## src/core/blit_pkg.sv

```systemverilog
/*
 Constants shared by the block-transfer control/status bank and its FIFO tracker.
 Assumes a single 40 MHz clock and an AXI4-Lite host with 16-bit byte addresses.
*/
package blit_pkg;
   // Bus
   localparam int unsigned AXI_AW = 16;
   localparam int unsigned AXI_DW = 32;
   localparam logic [1:0] RESP_OKAY   = 2'h0;
   localparam logic [1:0] RESP_SLVERR = 2'h2;

   // Register byte offsets
   localparam logic [15:0] CTRL_OFS     = 16'h8000;
   localparam logic [15:0] STAT_OFS     = 16'h8004;
   localparam logic [15:0] IRQ_STAT_OFS = 16'h8028;
   localparam logic [15:0] IRQ_MASK_OFS = 16'h802c;

   // Control fields
   localparam int unsigned CTRL_START_BIT   = 0;
   localparam int unsigned CTRL_SRC_LIN_BIT = 16;
   localparam int unsigned CTRL_DST_LIN_BIT = 17;
   localparam int unsigned CTRL_BPP_BIT     = 18;
   localparam logic [31:0] CTRL_RESET       = 32'h0000_0000;

   // Status fields
   localparam int unsigned STAT_BUSY_BIT  = 0;
   localparam int unsigned STAT_FULL_BIT  = 4;
   localparam int unsigned STAT_HALF_BIT  = 5;
   localparam int unsigned STAT_NE_BIT    = 6;
   localparam int unsigned STAT_FREE_LSB  = 16;
   localparam int unsigned STAT_USED_LSB  = 24;
   localparam logic [31:0] STAT_RESET     = 32'h0000_0000;

   // Interrupt fields
   localparam int unsigned IRQ_W        = 2;
   localparam int unsigned IRQ_DONE_BIT = 0;
   localparam int unsigned IRQ_FULL_BIT = 1;
   localparam logic [IRQ_W-1:0] IRQ_RESET = 2'h0;

   // FIFO occupancy
   localparam int unsigned CNT_W = 5;
   localparam logic [CNT_W-1:0] FIFO_DEPTH  = 5'h10;
   localparam logic [CNT_W-1:0] HALF_MARK   = 5'h07;
   localparam logic [CNT_W-1:0] FULL_MARK   = 5'h0f;
   localparam logic [CNT_W-1:0] RESUME_MARK = 5'h0e;
   localparam logic [CNT_W-1:0] CNT_RESET   = 5'h00;

   // Engine geometry
   localparam int unsigned ADDR_W = 20;
   localparam int unsigned DIM_W  = 10;
   localparam logic [ADDR_W-1:0] STEP_8BPP  = 20'h00001;
   localparam logic [ADDR_W-1:0] STEP_16BPP = 20'h00002;
   localparam logic [ADDR_W-1:0] ADDR_RESET = 20'h00000;
   localparam logic [DIM_W-1:0]  DIM_RESET  = 10'h000;

   typedef enum logic {
      st_idle,
      st_run
   } engine_state_e;
endpackage : blit_pkg

```

## src/core/fifo_level_if.sv

```systemverilog
/*
 Occupancy signals between the engine/register bank and the FIFO level tracker.
 Assumes both ends sit on the same clock.
*/
interface fifo_level_if;
   logic                       push;
   logic                       pop;
   logic                       push_ok;
   logic                       pop_ok;
   logic [blit_pkg::CNT_W-1:0] count;
   logic [blit_pkg::CNT_W-1:0] free;
   logic                       not_empty;
   logic                       half_full;
   logic                       full;

   modport tracker (input push, pop,
                    output push_ok, pop_ok, count, free, not_empty, half_full, full);
   modport user    (output push, pop,
                    input push_ok, pop_ok, count, free, not_empty, half_full, full);
endinterface : fifo_level_if

```

## src/core/blit_fifo_level.sv

```systemverilog
/*
 Occupancy counter and status flags of the 16-entry block-transfer FIFO.
 Assumes push and pop come from logic on the same clock.
*/
module blit_fifo_level (
   // Clock and reset
   input  wire logic  clk,
   input  wire logic  arst_n,
   // Level signals
   fifo_level_if.tracker lvl
);
   logic [blit_pkg::CNT_W-1:0] count;

   // Overflow and underflow requests are dropped, not counted
   assign lvl.push_ok = lvl.push && (count != blit_pkg::FIFO_DEPTH);
   assign lvl.pop_ok  = lvl.pop && (count != blit_pkg::CNT_RESET);

   always_ff @(posedge clk or negedge arst_n) begin
      if (!arst_n) begin
         count <= blit_pkg::CNT_RESET;
      end else if (lvl.push_ok && !lvl.pop_ok) begin
         count <= count + 5'h01;
      end else if (lvl.pop_ok && !lvl.push_ok) begin
         count <= count - 5'h01;
      end
   end

   assign lvl.count     = count;
   assign lvl.free      = blit_pkg::FIFO_DEPTH - count;
   assign lvl.not_empty = (count != blit_pkg::CNT_RESET);
   assign lvl.half_full = (count >= blit_pkg::HALF_MARK);
   assign lvl.full      = (count >= blit_pkg::FULL_MARK);
endmodule : blit_fifo_level

```

## src/core/blit_regs.sv

```systemverilog
/*
 Control and status register bank of the 2D block-transfer engine, with the
 row-stepping address walker, FIFO level tracking and a maskable interrupt.
 Assumes an AXI4-Lite master on clk; geometry, FIFO pop and the read/write
 direction come from the surrounding engine datapath on the same clock.
*/
module blit_regs (
   // Clock and reset
   input  wire logic                          clk,
   input  wire logic                          arst_n,
   // AXI4-Lite write address and data
   input  wire logic [blit_pkg::AXI_AW-1:0]   s_axi_awaddr,
   input  wire logic                          s_axi_awvalid,
   output logic                               s_axi_awready,
   input  wire logic [blit_pkg::AXI_DW-1:0]   s_axi_wdata,
   input  wire logic [3:0]                    s_axi_wstrb,
   input  wire logic                          s_axi_wvalid,
   output logic                               s_axi_wready,
   // AXI4-Lite write response
   output logic [1:0]                         s_axi_bresp,
   output logic                               s_axi_bvalid,
   input  wire logic                          s_axi_bready,
   // AXI4-Lite read
   input  wire logic [blit_pkg::AXI_AW-1:0]   s_axi_araddr,
   input  wire logic                          s_axi_arvalid,
   output logic                               s_axi_arready,
   output logic [blit_pkg::AXI_DW-1:0]        s_axi_rdata,
   output logic [1:0]                         s_axi_rresp,
   output logic                               s_axi_rvalid,
   input  wire logic                          s_axi_rready,
   // Geometry from the engine's other registers
   input  wire logic [blit_pkg::ADDR_W-1:0]   src_base,
   input  wire logic [blit_pkg::ADDR_W-1:0]   dst_base,
   input  wire logic [blit_pkg::ADDR_W-1:0]   row_offset,
   input  wire logic [blit_pkg::DIM_W-1:0]    blk_width,
   input  wire logic [blit_pkg::DIM_W-1:0]    blk_height,
   input  wire logic                          read_op,
   // FIFO drain by the host data port
   input  wire logic                          fifo_pop,
   // Engine address walk
   output logic [blit_pkg::ADDR_W-1:0]        src_addr,
   output logic [blit_pkg::ADDR_W-1:0]        dst_addr,
   output logic                               pixel_strobe,
   output logic                               fifo_stalled,
   // Interrupt
   output logic                               irq
);
   fifo_level_if lvl ();

   blit_fifo_level u_level (
      .clk    (clk),
      .arst_n (arst_n),
      .lvl    (lvl.tracker)
   );

   function automatic logic hits(input logic [blit_pkg::AXI_AW-1:0] addr,
                                 input logic [15:0] ofs);
      hits = (addr[15:2] == ofs[15:2]);
   endfunction : hits

   function automatic logic [blit_pkg::ADDR_W-1:0] row_step(
      input logic [blit_pkg::ADDR_W-1:0] ptr,
      input logic [blit_pkg::ADDR_W-1:0] row,
      input logic                        linear,
      input logic                        row_end,
      input logic [blit_pkg::ADDR_W-1:0] step,
      input logic [blit_pkg::ADDR_W-1:0] ofs);
      if (row_end && !linear) begin
         row_step = row + ofs;
      end else begin
         row_step = ptr + step;
      end
   endfunction : row_step

   // Control and interrupt state
   logic                       src_linear;
   logic                       dst_linear;
   logic                       color_16bpp;
   logic [blit_pkg::IRQ_W-1:0] irq_stat;
   logic [blit_pkg::IRQ_W-1:0] irq_mask;

   // Write channel holding
   logic                        aw_held;
   logic                        w_held;
   logic [blit_pkg::AXI_AW-1:0] wr_addr;
   logic [blit_pkg::AXI_DW-1:0] wr_data;
   logic [3:0]                  wr_strb;
   logic                        do_write;

   // Engine
   blit_pkg::engine_state_e     state;
   logic [blit_pkg::ADDR_W-1:0] src_ptr;
   logic [blit_pkg::ADDR_W-1:0] dst_ptr;
   logic [blit_pkg::ADDR_W-1:0] src_row;
   logic [blit_pkg::ADDR_W-1:0] dst_row;
   logic [blit_pkg::ADDR_W-1:0] step;
   logic [blit_pkg::DIM_W-1:0]  x_cnt;
   logic [blit_pkg::DIM_W-1:0]  y_cnt;
   logic                        paused;
   logic                        start;
   logic                        advance;
   logic                        row_end;
   logic                        last_pix;
   logic                        busy;
   logic [blit_pkg::ADDR_W-1:0] next_src;
   logic [blit_pkg::ADDR_W-1:0] next_dst;
   logic [blit_pkg::IRQ_W-1:0]  irq_set;
   logic [blit_pkg::IRQ_W-1:0]  irq_clr;
   logic [blit_pkg::AXI_DW-1:0] status_word;

   // AXI write: address and data taken in either order, one at a time
   assign s_axi_awready = !aw_held && !s_axi_bvalid;
   assign s_axi_wready  = !w_held && !s_axi_bvalid;
   assign do_write      = aw_held && w_held && !s_axi_bvalid;

   always_ff @(posedge clk or negedge arst_n) begin
      if (!arst_n) begin
         aw_held <= 1'b0;
         wr_addr <= 16'h0000;
      end else if (s_axi_awvalid && s_axi_awready) begin
         aw_held <= 1'b1;
         wr_addr <= s_axi_awaddr;
      end else if (do_write) begin
         aw_held <= 1'b0;
      end
   end

   always_ff @(posedge clk or negedge arst_n) begin
      if (!arst_n) begin
         w_held  <= 1'b0;
         wr_data <= 32'h0000_0000;
         wr_strb <= 4'h0;
      end else if (s_axi_wvalid && s_axi_wready) begin
         w_held  <= 1'b1;
         wr_data <= s_axi_wdata;
         wr_strb <= s_axi_wstrb;
      end else if (do_write) begin
         w_held <= 1'b0;
      end
   end

   always_ff @(posedge clk or negedge arst_n) begin
      if (!arst_n) begin
         s_axi_bvalid <= 1'b0;
         s_axi_bresp  <= blit_pkg::RESP_OKAY;
      end else if (do_write) begin
         s_axi_bvalid <= 1'b1;
         if (hits(wr_addr, blit_pkg::CTRL_OFS) || hits(wr_addr, blit_pkg::IRQ_STAT_OFS)
             || hits(wr_addr, blit_pkg::IRQ_MASK_OFS)
             || hits(wr_addr, blit_pkg::STAT_OFS)) begin
            s_axi_bresp <= blit_pkg::RESP_OKAY;
         end else begin
            s_axi_bresp <= blit_pkg::RESP_SLVERR;
         end
      end else if (s_axi_bready) begin
         s_axi_bvalid <= 1'b0;
      end
   end

   // Control register; only bits 18:16 are stored
   always_ff @(posedge clk or negedge arst_n) begin
      if (!arst_n) begin
         src_linear  <= blit_pkg::CTRL_RESET[blit_pkg::CTRL_SRC_LIN_BIT];
         dst_linear  <= blit_pkg::CTRL_RESET[blit_pkg::CTRL_DST_LIN_BIT];
         color_16bpp <= blit_pkg::CTRL_RESET[blit_pkg::CTRL_BPP_BIT];
      end else if (do_write && hits(wr_addr, blit_pkg::CTRL_OFS) && wr_strb[2]) begin
         src_linear  <= wr_data[blit_pkg::CTRL_SRC_LIN_BIT];
         dst_linear  <= wr_data[blit_pkg::CTRL_DST_LIN_BIT];
         color_16bpp <= wr_data[blit_pkg::CTRL_BPP_BIT];
      end
   end

   // Start is a pulse; a write while busy cannot restart or abort the walk
   assign start = do_write && hits(wr_addr, blit_pkg::CTRL_OFS) && wr_strb[0]
                  && wr_data[blit_pkg::CTRL_START_BIT] && (state == blit_pkg::st_idle);

   // Interrupt mask and sticky status, set wins over write-one-to-clear
   always_ff @(posedge clk or negedge arst_n) begin
      if (!arst_n) begin
         irq_mask <= blit_pkg::IRQ_RESET;
      end else if (do_write && hits(wr_addr, blit_pkg::IRQ_MASK_OFS) && wr_strb[0]) begin
         irq_mask <= wr_data[blit_pkg::IRQ_W-1:0];
      end
   end

   assign irq_clr = (do_write && hits(wr_addr, blit_pkg::IRQ_STAT_OFS) && wr_strb[0])
                    ? wr_data[blit_pkg::IRQ_W-1:0] : blit_pkg::IRQ_RESET;

   always_comb begin
      irq_set = blit_pkg::IRQ_RESET;
      irq_set[blit_pkg::IRQ_DONE_BIT] = advance && last_pix;
      irq_set[blit_pkg::IRQ_FULL_BIT] = lvl.push_ok && !lvl.pop_ok
                                        && (lvl.count == blit_pkg::FIFO_DEPTH - 5'h01);
   end

   always_ff @(posedge clk or negedge arst_n) begin
      if (!arst_n) begin
         irq_stat <= blit_pkg::IRQ_RESET;
      end else begin
         irq_stat <= (irq_stat & ~irq_clr) | irq_set;
      end
   end

   assign irq = |(irq_stat & irq_mask);

   // Engine walker
   assign busy     = (state == blit_pkg::st_run);
   assign step     = color_16bpp ? blit_pkg::STEP_16BPP : blit_pkg::STEP_8BPP;
   assign row_end  = (x_cnt + 10'h001 >= blk_width);
   assign last_pix = row_end && (y_cnt + 10'h001 >= blk_height);
   assign advance  = busy && !(read_op && (paused || lvl.count == blit_pkg::FIFO_DEPTH));
   assign next_src = row_step(src_ptr, src_row, src_linear, row_end, step, row_offset);
   assign next_dst = row_step(dst_ptr, dst_row, dst_linear, row_end, step, row_offset);

   // Hysteresis keeps the engine from thrashing at the full boundary
   always_ff @(posedge clk or negedge arst_n) begin
      if (!arst_n) begin
         paused <= 1'b0;
      end else if (lvl.count == blit_pkg::FIFO_DEPTH) begin
         paused <= 1'b1;
      end else if (lvl.count < blit_pkg::RESUME_MARK) begin
         paused <= 1'b0;
      end
   end

   always_ff @(posedge clk or negedge arst_n) begin
      if (!arst_n) begin
         state <= blit_pkg::st_idle;
      end else begin
         case (state)
            blit_pkg::st_idle: begin
               if (start) begin
                  state <= blit_pkg::st_run;
               end
            end
            blit_pkg::st_run: begin
               if (advance && last_pix) begin
                  state <= blit_pkg::st_idle;
               end
            end
            default: begin
               state <= blit_pkg::st_idle;
            end
         endcase
      end
   end

   always_ff @(posedge clk or negedge arst_n) begin
      if (!arst_n) begin
         x_cnt <= blit_pkg::DIM_RESET;
         y_cnt <= blit_pkg::DIM_RESET;
      end else if (start) begin
         x_cnt <= blit_pkg::DIM_RESET;
         y_cnt <= blit_pkg::DIM_RESET;
      end else if (advance && row_end) begin
         x_cnt <= blit_pkg::DIM_RESET;
         y_cnt <= y_cnt + 10'h001;
      end else if (advance) begin
         x_cnt <= x_cnt + 10'h001;
      end
   end

   always_ff @(posedge clk or negedge arst_n) begin
      if (!arst_n) begin
         src_ptr <= blit_pkg::ADDR_RESET;
         dst_ptr <= blit_pkg::ADDR_RESET;
         src_row <= blit_pkg::ADDR_RESET;
         dst_row <= blit_pkg::ADDR_RESET;
      end else if (start) begin
         src_ptr <= src_base;
         dst_ptr <= dst_base;
         src_row <= src_base;
         dst_row <= dst_base;
      end else if (advance) begin
         src_ptr <= next_src;
         dst_ptr <= next_dst;
         if (row_end) begin
            src_row <= next_src;
            dst_row <= next_dst;
         end
      end
   end

   // Registered address outputs for the datapath
   always_ff @(posedge clk or negedge arst_n) begin
      if (!arst_n) begin
         src_addr     <= blit_pkg::ADDR_RESET;
         dst_addr     <= blit_pkg::ADDR_RESET;
         pixel_strobe <= 1'b0;
      end else begin
         pixel_strobe <= advance;
         if (advance) begin
            src_addr <= src_ptr;
            dst_addr <= dst_ptr;
         end
      end
   end

   assign fifo_stalled = busy && !advance;

   // Read transfers fill the FIFO one entry per pixel
   assign lvl.push = advance && read_op;
   assign lvl.pop  = fifo_pop;

   // Status word; everything not listed reads zero
   always_comb begin
      status_word = blit_pkg::STAT_RESET;
      status_word[blit_pkg::STAT_BUSY_BIT] = busy;
      status_word[blit_pkg::STAT_FULL_BIT] = lvl.full;
      status_word[blit_pkg::STAT_HALF_BIT] = lvl.half_full;
      status_word[blit_pkg::STAT_NE_BIT]   = lvl.not_empty;
      status_word[blit_pkg::STAT_FREE_LSB +: blit_pkg::CNT_W] = lvl.free;
      status_word[blit_pkg::STAT_USED_LSB +: blit_pkg::CNT_W] = lvl.count;
   end

   // AXI read: one outstanding, answer registered one cycle after the take
   assign s_axi_arready = !s_axi_rvalid;

   always_ff @(posedge clk or negedge arst_n) begin
      if (!arst_n) begin
         s_axi_rvalid <= 1'b0;
         s_axi_rdata  <= 32'h0000_0000;
         s_axi_rresp  <= blit_pkg::RESP_OKAY;
      end else if (s_axi_arvalid && s_axi_arready) begin
         s_axi_rvalid <= 1'b1;
         s_axi_rresp  <= blit_pkg::RESP_OKAY;
         if (hits(s_axi_araddr, blit_pkg::CTRL_OFS)) begin
            s_axi_rdata <= {13'h0000, color_16bpp, dst_linear, src_linear,
                            16'h0000};
         end else if (hits(s_axi_araddr, blit_pkg::STAT_OFS)) begin
            s_axi_rdata <= status_word;
         end else if (hits(s_axi_araddr, blit_pkg::IRQ_STAT_OFS)) begin
            s_axi_rdata <= {30'h0000_0000, irq_stat};
         end else if (hits(s_axi_araddr, blit_pkg::IRQ_MASK_OFS)) begin
            s_axi_rdata <= {30'h0000_0000, irq_mask};
         end else begin
            s_axi_rdata <= 32'h0000_0000;
            s_axi_rresp <= blit_pkg::RESP_SLVERR;
         end
      end else if (s_axi_rready) begin
         s_axi_rvalid <= 1'b0;
      end
   end
endmodule : blit_regs

```

## config.mk

```make
export PLATFORM = sky130hd
export DESIGN_NAME = blit_regs
export DESIGN_NICKNAME = d
export VERILOG_FILES = /design/src/core/blit_pkg.sv /design/src/core/fifo_level_if.sv /design/src/core/blit_fifo_level.sv /design/src/core/blit_regs.sv
export SDC_FILE = /design/constraint.sdc
export NUM_CORES = 1
export LEC_CHECK = 0
export BUFFER_PORTS_ARGS = -buffer_cell sky130_fd_sc_hd__buf_2
export CAP_MARGIN = 20
export CORE_UTILIZATION = 56
export CTS_CLUSTER_SIZE = 16
export DETAILED_ROUTE_END_ITERATION = 7
export PLACE_DENSITY = 0.81
export SLEW_MARGIN = 25
export SYNTH_ARGS = -nofsm -noshare
export SYNTH_HDL_FRONTEND = slang
export SYNTH_SLANG_ARGS = --single-unit
```

## constraint.sdc

```tcl
create_clock -name clk -period 4 [get_ports clk]
set_input_delay 1 -clock clk [delete_from_list [all_inputs] [get_ports clk]]
set_output_delay 1 -clock clk [all_outputs]
set_load 0.01 [all_outputs]
```

---- Yosys cells after proc, flatten, opt, wreduce, memory -nomap -nowiden ----
Cells that the tools add are included.
storage, ports and cells
  flip-flop bits (word level) ............. 233
cells by class
  add/subtract/negate cells ............... 9
  $lt $le $gt $ge ......................... 5
  equal/unequal tests ..................... 11
  mux-type cells .......................... 42
  bitwise gates (word level) .............. 5
  reductions and logical operators ........ 57
operators by type and width
  kind                   number
  $mux 20                12
  $eq 14x14->1 const B   8
  $mux 29                2
  $mux 10                5
  $add 20x2->20          2
  $add 20x20->20         2
  $logic_and 1x1->1      30
  $add 10x1->10 const B  2
  $ge 10x10->1           2
  $mux 2                 9
  $reduce_bool 2->1      9
  $mux 1                 11
  $logic_not 1->1        10
  $mux 5                 2
  $add 5x1->5 const B    1
  $eq 5x4->1 const B     1
  $eq 5x5->1 const B     1
  $ge 5x3->1 const B     1
  $ge 5x4->1 const B     1
  $lt 5x4->1 const B     1
  $ne 5x5->1 const B     1
  $reduce_bool 5->1      1
  $sub 5x1->5 const B    1
  $sub 5x5->5 const A    1
  9 further kinds        13

---- Longest topological paths before layout ----
Gate-level depths: netlist of run 1.
  depth after elaboration ................. 11
  mapped depth ............................ 15

---- Cells and area by module ----
Synthesis of run 1 repeated with hierarchy kept, for this count alone.
second synthesis, totals
  cell total of the unflattened synthesis .. 1346
  area, all modules ....................... 12035.3 µm²
by module, submodules not included
  module           instances  cells an instance  area an instance (µm²)
  blit_regs        1          1287               11509.8
  blit_fifo_level  1          59                 525.5

---- Least setup slack after synthesis of run 1 ----
OpenSTA, ideal clock, no wires.
  path kind ............................... input to register
  start ................................... input row_offset[0] in the netlist's numbering
  end ..................................... register src_ptr[16] in the netlist's numbering
  arrival ................................. 3.105 ns
  data required time ...................... 3.879 ns
  path slack .............................. 0.774 ns
  stages .................................. 10
  path buffers ............................ 0
  cell sequence ........................... ha_1 > fa_1 > a211oi_1 > o21ai_1 > nand2_2 > o22ai_2 > o21ai_2 > or3b_1 > a211o_1 > a22o_1
on the way
  cells in the longest elaborated chain, start to end .. 4
RTL lines
  item                  RTL line          source
  from (decl)           blit_regs.sv:34   input wire logic [blit_pkg::ADDR_W-1:0] row_offset,
  $add 20x20->20        blit_regs.sv:69   row_step = row + ofs;
  $mux 20               blit_regs.sv:68   if (row_end && !linear) begin
  $mux 20               blit_regs.sv:274  end else if (advance) begin
  $mux 20               blit_regs.sv:269  end else if (start) begin
  to (signal assigned)  blit_regs.sv:265  src_ptr <= blit_pkg::ADDR_RESET;
  to (signal assigned)  blit_regs.sv:270  src_ptr <= src_base;
  to (signal assigned)  blit_regs.sv:275  src_ptr <= next_src;
  to (decl)             blit_regs.sv:92   logic [blit_pkg::ADDR_W-1:0] src_ptr;
No other way between the ends. The select of a mux whose other input is x is not followed.
A chain may end at the register's enable or synchronous reset.

---- Worst setup path after layout of run 1 ----
  start ................................... register x_cnt[0] in the netlist's numbering
  end ..................................... register state, in the netlist busy
on the way
  cells in the longest elaborated chain, start to end .. 6
RTL lines
  item                    RTL line          source
  from (decl)             blit_regs.sv:97   logic [blit_pkg::DIM_W-1:0] x_cnt;
  from (signal assigned)  blit_regs.sv:250  x_cnt <= blit_pkg::DIM_RESET;
  from (signal assigned)  blit_regs.sv:253  x_cnt <= blit_pkg::DIM_RESET;
  from (signal assigned)  blit_regs.sv:256  x_cnt <= blit_pkg::DIM_RESET;
  $add 10x1->10           blit_regs.sv:209  assign row_end = (x_cnt + 10'h001 >= blk_width);
  $ge 10x10->1            blit_regs.sv:209
  $logic_and 1x1->1       blit_regs.sv:210  assign last_pix = row_end && (y_cnt + 10'h001 >= blk_height);
  $logic_and 1x1->1       blit_regs.sv:237  if (advance && last_pix) begin
  $mux 1                  blit_regs.sv:237
  $pmux 1 s2              blit_regs.sv:230  case (state)
  to (signal assigned)    blit_regs.sv:233  state <= blit_pkg::st_run;
  to (signal assigned)    blit_regs.sv:238  state <= blit_pkg::st_idle;
  to (signal assigned)    blit_regs.sv:242  state <= blit_pkg::st_idle;
  to (decl)               blit_regs.sv:91   blit_pkg::engine_state_e state;
No other way between the ends.

==> flow_summary.toml, run 1 <==
[worst_setup_path]
cp.arrival_ns = 3.93
cp-end-kind = "flip-flop"
worstPathRequired_ns = 4.30
crit_type = "flip-flop to flip-flop"
crit_fanout = 12
start_kind = "flip-flop"

[cells_and_area]
final_area_um2 = 14080
layout.nets = 1821
regArea_um2 = 4930
final_util = 0.6613
drive_gt1_frac = 0.1906
syn2layout_area_growth_pct = 14.32
multi_input_area_um2 = 6892
n_fill_cell = 1782

[route]
drc_errors = 0
post_drt_wl_per_cell_um = 17.35
ant_nets = 0
dr.first_iter.drc_count = 853
vias = 10970
wl_um = 32560
viasPerCell = 5.842
drt-pass1-iter-count = 6

[floorplanning]
die_h_um = 150.3
ios = 241
core-area_um2 = 21290
dieArea_um2 = 22590
start_util = 0.5785
die_x_um = 150.3
rows = 53

[cts]
clock_latency_ns = 0.45
cts_tree = "built"
path_clk_slew_ns = 0.08
clk_path_buf_depth = 2
root_buffer = "clkbuf_16"
cts_buffers = 17
cts_setup_buffers = 0
cts_sinks = 197
cts-htree-levels = 4

[synth]
synthDistinctLibCells = 78
ys.flop_type = "dfrtp_1"
synth_enable_flop_cells = 0
syn_avg_cell_area_um2 = 8.678
ys_warn_count = 0
yosys_register_bits = 197
syn_area_um2 = 12310
synth-seq-area-share = 0.4003
synthCells = 1419
async_flop_share = 1.000

[hold_path]
hold_class = "flip-flop to flip-flop"

[timing]
hold_viol = 0
slew_headroom = 0.4952
rsz0062_at_grt = "no"
setup_viol = 0
final.setup_skew_ns = 0.01313
min_period_ns = 3.628
fin_tns_setup_ns = 0
tightest_slew_ns = 0.7572
slew_viol_final = 0
clock.fmax_mhz = 275.6
fin_crit_sh = 0.9071

[grt]
antenna_found_initial = 2
grt-ovfl-total = 0
grt_max_degree = 93
grt_pass1_wl_um = 52010
grt_pass1_vias = 10260
grt.total_usage = 0.2962

[pwr]
power_switching_share = 0.4238
comb_power_share = 0.455
p_int_mw = 5.569
p_leak_nw = 6.948
p_per_area_nw_per_um2 = 686.6
peakVddDrop_v = 0.0003322
seq_power_share = 0.365
p_clk_frac = 0.180
netSwitchingPower_mw = 4.096

[placement]
place.detailed.hpwl_um = 23830
io_buffers = 188
placed_cell_area_um2 = 13480
finalWeightedCongestion = 0.9183

[flow_run]
cap_violations = 0

[status]
outcome = "finished clean"
==> per-layer routing <==
metal	GRT usage	share of wire
met1	0.4137	0.45
met2	0.4657	0.46
met3	0.03879	0.067
met4	0.1192	0.027
met5	0	0
==> kinds of logic (layout without fill, tap and decap cells) <==
| family | after synthesis | after routing | share of synthesized area |
|---|---|---|---|
| multiplexers | 44 | 44 | 0.03891 |
| AND/OR/NAND/NOR | 532 | 532 | 0.1870 |
| XOR/XNOR | 93 | 93 | 0.06614 |
| AO/OA/AOI/OAI | 348 | 348 | 0.1787 |
| adder cells (fa/ha/maj) | 77 | 77 | 0.08128 |
| buffers and inverters | 127 | 290 | 0.04735 |
| other | 1 | 21 | 0.0003045 |
| flip-flops | 197 | 197 | 0.4003 |
==> power by group through the flow <==
stage / sequential, mW / combinational [mW] / clock, mW
final: 3.53 / 4.39 / 1.74
after detailed placement: 3.53 / 4.32 / 0
after CTS: 3.51 / 4.37 / 1.76
after global routing: 3.62 / 4.89 / 1.85
after global placement: 3.50 / 4.19 / 0
after floorplan: 3.38 / 3.22 / 0
==> cell type report <==
class                           count  area share
Timing Repair Buffer              214     0.08221
Multi-Input combinational cell   1113      0.4896
Sequential cell                   197      0.3502
Clock buffer                       17     0.03022
Clock inverter                     15     0.01129
Tap cell                          275     0.02444
Inverter                           44     0.01173
Antenna cell                        2   0.0003555
==> sequential cells by signal, summed over array words and instances (netlist names), 2 cells and up <==
signal,count
dst_addr,20
dst_ptr,20
dst_row,20
irq_mask,2
irq_stat,2
s_axi_rdata,15
src_addr,20
src_ptr,20
src_row,20
u_level.lvl.count,5
wr_addr,14
wr_data,5
wr_strb,2
x_cnt,10
y_cnt,10
==> timing repair <==
item / CTS / global route
setup endpoints to repair: 0 / 3
hold buffers: 0 / 0
resized for setup: 0 / 2
==> metrics by stage <==
stage	setup slack [ns]	instances	hold slack, ns	total power, mW
5_1_grt	0.05697	1877	0.4879	10.36
3_5_place_dp	0.3486	1843	0.4571	7.854
6_report	0.3718	1877	0.4694	9.665
4_1_cts	0.3334	1875	0.4789	9.631
2_1_floorplan	0.7742	1437	0.4538	6.600
3_3_place_gp	0.3839	1843	0.4557	7.690
==> final timing paths <==
path / start / to / slack [ns] / cells past startpoint
max: x_cnt[0] / busy / 0.37 / 14
min: dst_addr[18] / dst_addr[18] / 0.47 / 2
max reg2reg: x_cnt[0] / busy / 0.37 / 14
min reg2reg: dst_addr[18] / dst_addr[18] / 0.47 / 2
max in group asynchronous: arst_n / src_ptr[7] / 2.52 / 2
min in group asynchronous: arst_n / wr_addr[11] / 0.62 / 1
==> worst max-delay path: stages (launching register included) <==
cell,delay [ns]
dfrtp_1,0.42
ha_1,0.23
and3_1,0.24
and3_1,0.26
nand3_1,0.12
xnor2_1,0.16
ha_1,0.28
nand2_1,0.05
nor2_1,0.16
nand3_1,0.28
nand2_2,0.24
nand2_1,0.28
buf_4,0.29
a211oi_1,0.34
o21ai_0,0.14
==> placed cells by master (no fill, tap or decap), types with 7 or more instances in the layout <==
cell type and instances:
a21oi_1 108, o21a_1 7, clkbuf_16 17, nand3_1 48
mux2i_1 13, conb_1 19, buf_4 25, mux2_2 31
dfrtp_1 197, and3_1 10, o211ai_1 10, o21ai_0 95
nand2_1 283, a22o_1 11, xnor2_1 50, and2_1 8
a21o_1 23, xor2_1 43, nand4_1 17, ha_1 72
a31oi_1 26, nor3_1 10, buf_2 187, inv_1 43
nor2_1 113
==> cell usage after synthesis (all sizes together), types with 11 or more instances <==
cell type,number,area (µm²)
buf,38,247.7
a31oi,28,187.7
nand4,18,118.9
a22o,11,96.34
dfrtp,197,4930
a21o,23,172.7
o21ai,100,504.2
nand2,286,1076
mux2i,13,130.1
nor3,11,60.06
ha,72,900.9
inv,43,161.4
nor2,114,430.4
xnor2,50,437.9
nand3,48,240.2
clkbuf,45,170.2
a21oi,112,575.6
xor2,43,376.6
mux2,31,349.1
Note: power is estimated with default switching activity, not from simulation.
==> inputs of run 2 (changes only) <==
--- a/config.mk
+++ b/config.mk
@@ -7,10 +7,12 @@
 export LEC_CHECK = 0
 export BUFFER_PORTS_ARGS = -buffer_cell sky130_fd_sc_hd__buf_2
 export CAP_MARGIN = 20
+export CORE_ASPECT_RATIO = 0.6
 export CORE_UTILIZATION = 56
 export CTS_CLUSTER_SIZE = 16
 export DETAILED_ROUTE_END_ITERATION = 7
 export PLACE_DENSITY = 0.81
+export RECOVER_POWER = 100
 export SLEW_MARGIN = 25
 export SYNTH_ARGS = -nofsm -noshare
 export SYNTH_HDL_FRONTEND = slang
==> flow_summary.toml, run 2 (same netlist as run 1, synthesis figures left out) <==
[grt]
grt.total_usage = 0.2974
grt_pass1_vias = 10250
antenna_found_initial = 0
grt_max_degree = 81
grt-ovfl-total = 0
grt_pass1_wl_um = 53150

[floorplanning]
rows = 41
die_x_um = 193.4
core-area_um2 = 21290
die_h_um = 116.9
ios = 241
dieArea_um2 = 22610
start_util = 0.5784

[cells_and_area]
mostFrequentLayoutCells = "285 x nand2_1, 197 x dfrtp_1, 121 x buf_2"
drive_gt1_frac = 0.1412
syn2layout_area_growth_pct = 13.61
layout.nets = 1815
n_fill_cell = 1821
layout_commonest_cell = "nand2_1"
insertedDiodeCount = 0

[cts]
cts_resized = 0
clock_latency_ns = 0.45
hold_buffers = 0
cts-htree-levels = 4
cts_setup_buffers = 0
path_clk_slew_ns = 0.08
root_buffer = "clkbuf_16"
clk_path_buf_depth = 2
cts_sinks = 197
cts_tree = "built"
cts_buffers = 17

[pwr]
netSwitchingPower_mw = 4.053
p_clk_frac = 0.190
p_leak_nw = 6.705
p_per_area_nw_per_um2 = 693.2
comb_power_share = 0.449
power_switching_share = 0.4179
p_total_mw = 9.698
seq_power_share = 0.361
peakVddDrop_v = 0.0003580
p_int_mw = 5.645

[flow_run]
cap_violations = 1

[timing]
fin_tns_setup_ns = 0
worst_slack_ns = 0.2738
slew_viol_final = 79
final.setup_skew_ns = 0.01298
tightest_slew_ns = 2.087
fin_crit_sh = 0.9315
rsz0062_at_grt = "no"
setup_viol = 0
hold_slack_ns = 0.4763
clock.fmax_mhz = 268.4
slew_headroom = -0.3911
hold_viol = 0
min_period_ns = 3.726

[status]
outcome = "finished with violations"
violations = "DRC, capacitance limit, slew limit"

[placement]
finalWeightedCongestion = 0.8781
place.detailed.hpwl_um = 23840
io_buffers = 188
dp_slack_ns = 0.3030

[route]
viasPerCell = 5.880
wl_um = 32870
drc_errors = 14
drt-pass1-iter-count = 8
ant_nets = 0
post_drt_wl_per_cell_um = 17.55
dr.first_iter.drc_count = 925
vias = 11010

[worst_setup_path]
start_kind = "flip-flop"
slowest_delay_ns = 0.42
worstPathRequired_ns = 4.33
cp_slowest_cell = "dfrtp_1"
crit_fanout = 44
cp-end-kind = "flip-flop"
path_cells = "nand3_1 -> nor2_1 -> and3_1 -> nand3_1 -> xnor2_1 -> ha_1 -> a21oi_1 -> o21ai_0 -> a31oi_2 -> nand2_1 -> buf_4 -> nand2_1 -> buf_12 -> nand2_1 -> mux2_2"
cpMostUsedCell = "nand2_1"
cp.arrival_ns = 4.05
crit_type = "flip-flop to flip-flop"

[hold_path]
hold_class = "flip-flop to flip-flop"
run 2: cell types whose count changed in the layout (fill, tap and decap cells not counted), moves of 3 or more:
cell	delta
clkbuf_1	+68
buf_2	-66
buf_4	-19
clkbuf_2	+8
inv_8	-5
buf_12	+4
and2_0	+3
run 2: power groups by stage:
stage                     registers [mW]  clock network (mW)  logic, mW
after global routing                3.61                1.94       4.89
after detailed placement            3.51                   0       4.35
after CTS                           3.47                1.86       4.40
after global placement              3.46                   0       4.19
after floorplan                     3.38                   0       3.22
final                               3.50                1.84       4.36
run 2: worst paths after layout:
check | from | end | slack [ns] | depth (start not counted)
max | x_cnt[2] | dst_row[2] | 0.27 | 15
min | dst_addr[18] | dst_addr[18] | 0.48 | 2
max reg2reg | x_cnt[2] | dst_row[2] | 0.27 | 15
min reg2reg | dst_addr[18] | dst_addr[18] | 0.48 | 2
max in group asynchronous | arst_n | wr_addr[12] | 1.63 | 1
min in group asynchronous | arst_n | s_axi_rresp[1] | 1.13 | 1
run 2: worst max-delay path, delay by kind of cell, from the launching register on:
family | cells | cell delay, ns
simple gates | 7 | 1.29
compound gates | 3 | 0.63
buf+inv | 2 | 0.45
flops | 1 | 0.42
mux | 1 | 0.31
fa+ha+maj | 1 | 0.28
xor+xnor | 1 | 0.21
run 2: stage by stage:
step | util | instances | instance area, µm²
floorplan | - | 1437 | 12380
global placement | 0.6338 | 1841 | 13490
detailed placement | 0.6338 | 1841 | 13490
CTS | 0.6630 | 1873 | 14110
global route | 0.6571 | 1873 | 13990
finish | 0.6571 | 1873 | 13990
run 2: layout make-up:
type / count / area, µm² / share of cell area
clock buffers: 19 / 452.9 / 0.03238
clock inverters: 13 / 168.9 / 0.01207
inverters: 44 / 165.2 / 0.01181
multi-input cells: 1113 / 6878 / 0.4916
flip-flops and latches: 197 / 4930 / 0.3524
well taps: 279 / 349.1 / 0.02495
repair buffers: 208 / 1046 / 0.07477
run 2: layer usage:
metal,global-route usage,wire (µm),vias to the layer above
li1,-,-,5229
met1,0.4485,15860,5347
met2,0.4459,14170,407
met3,0.05358,2510,30
met4,0.06720,330,0
met5,0,0,-
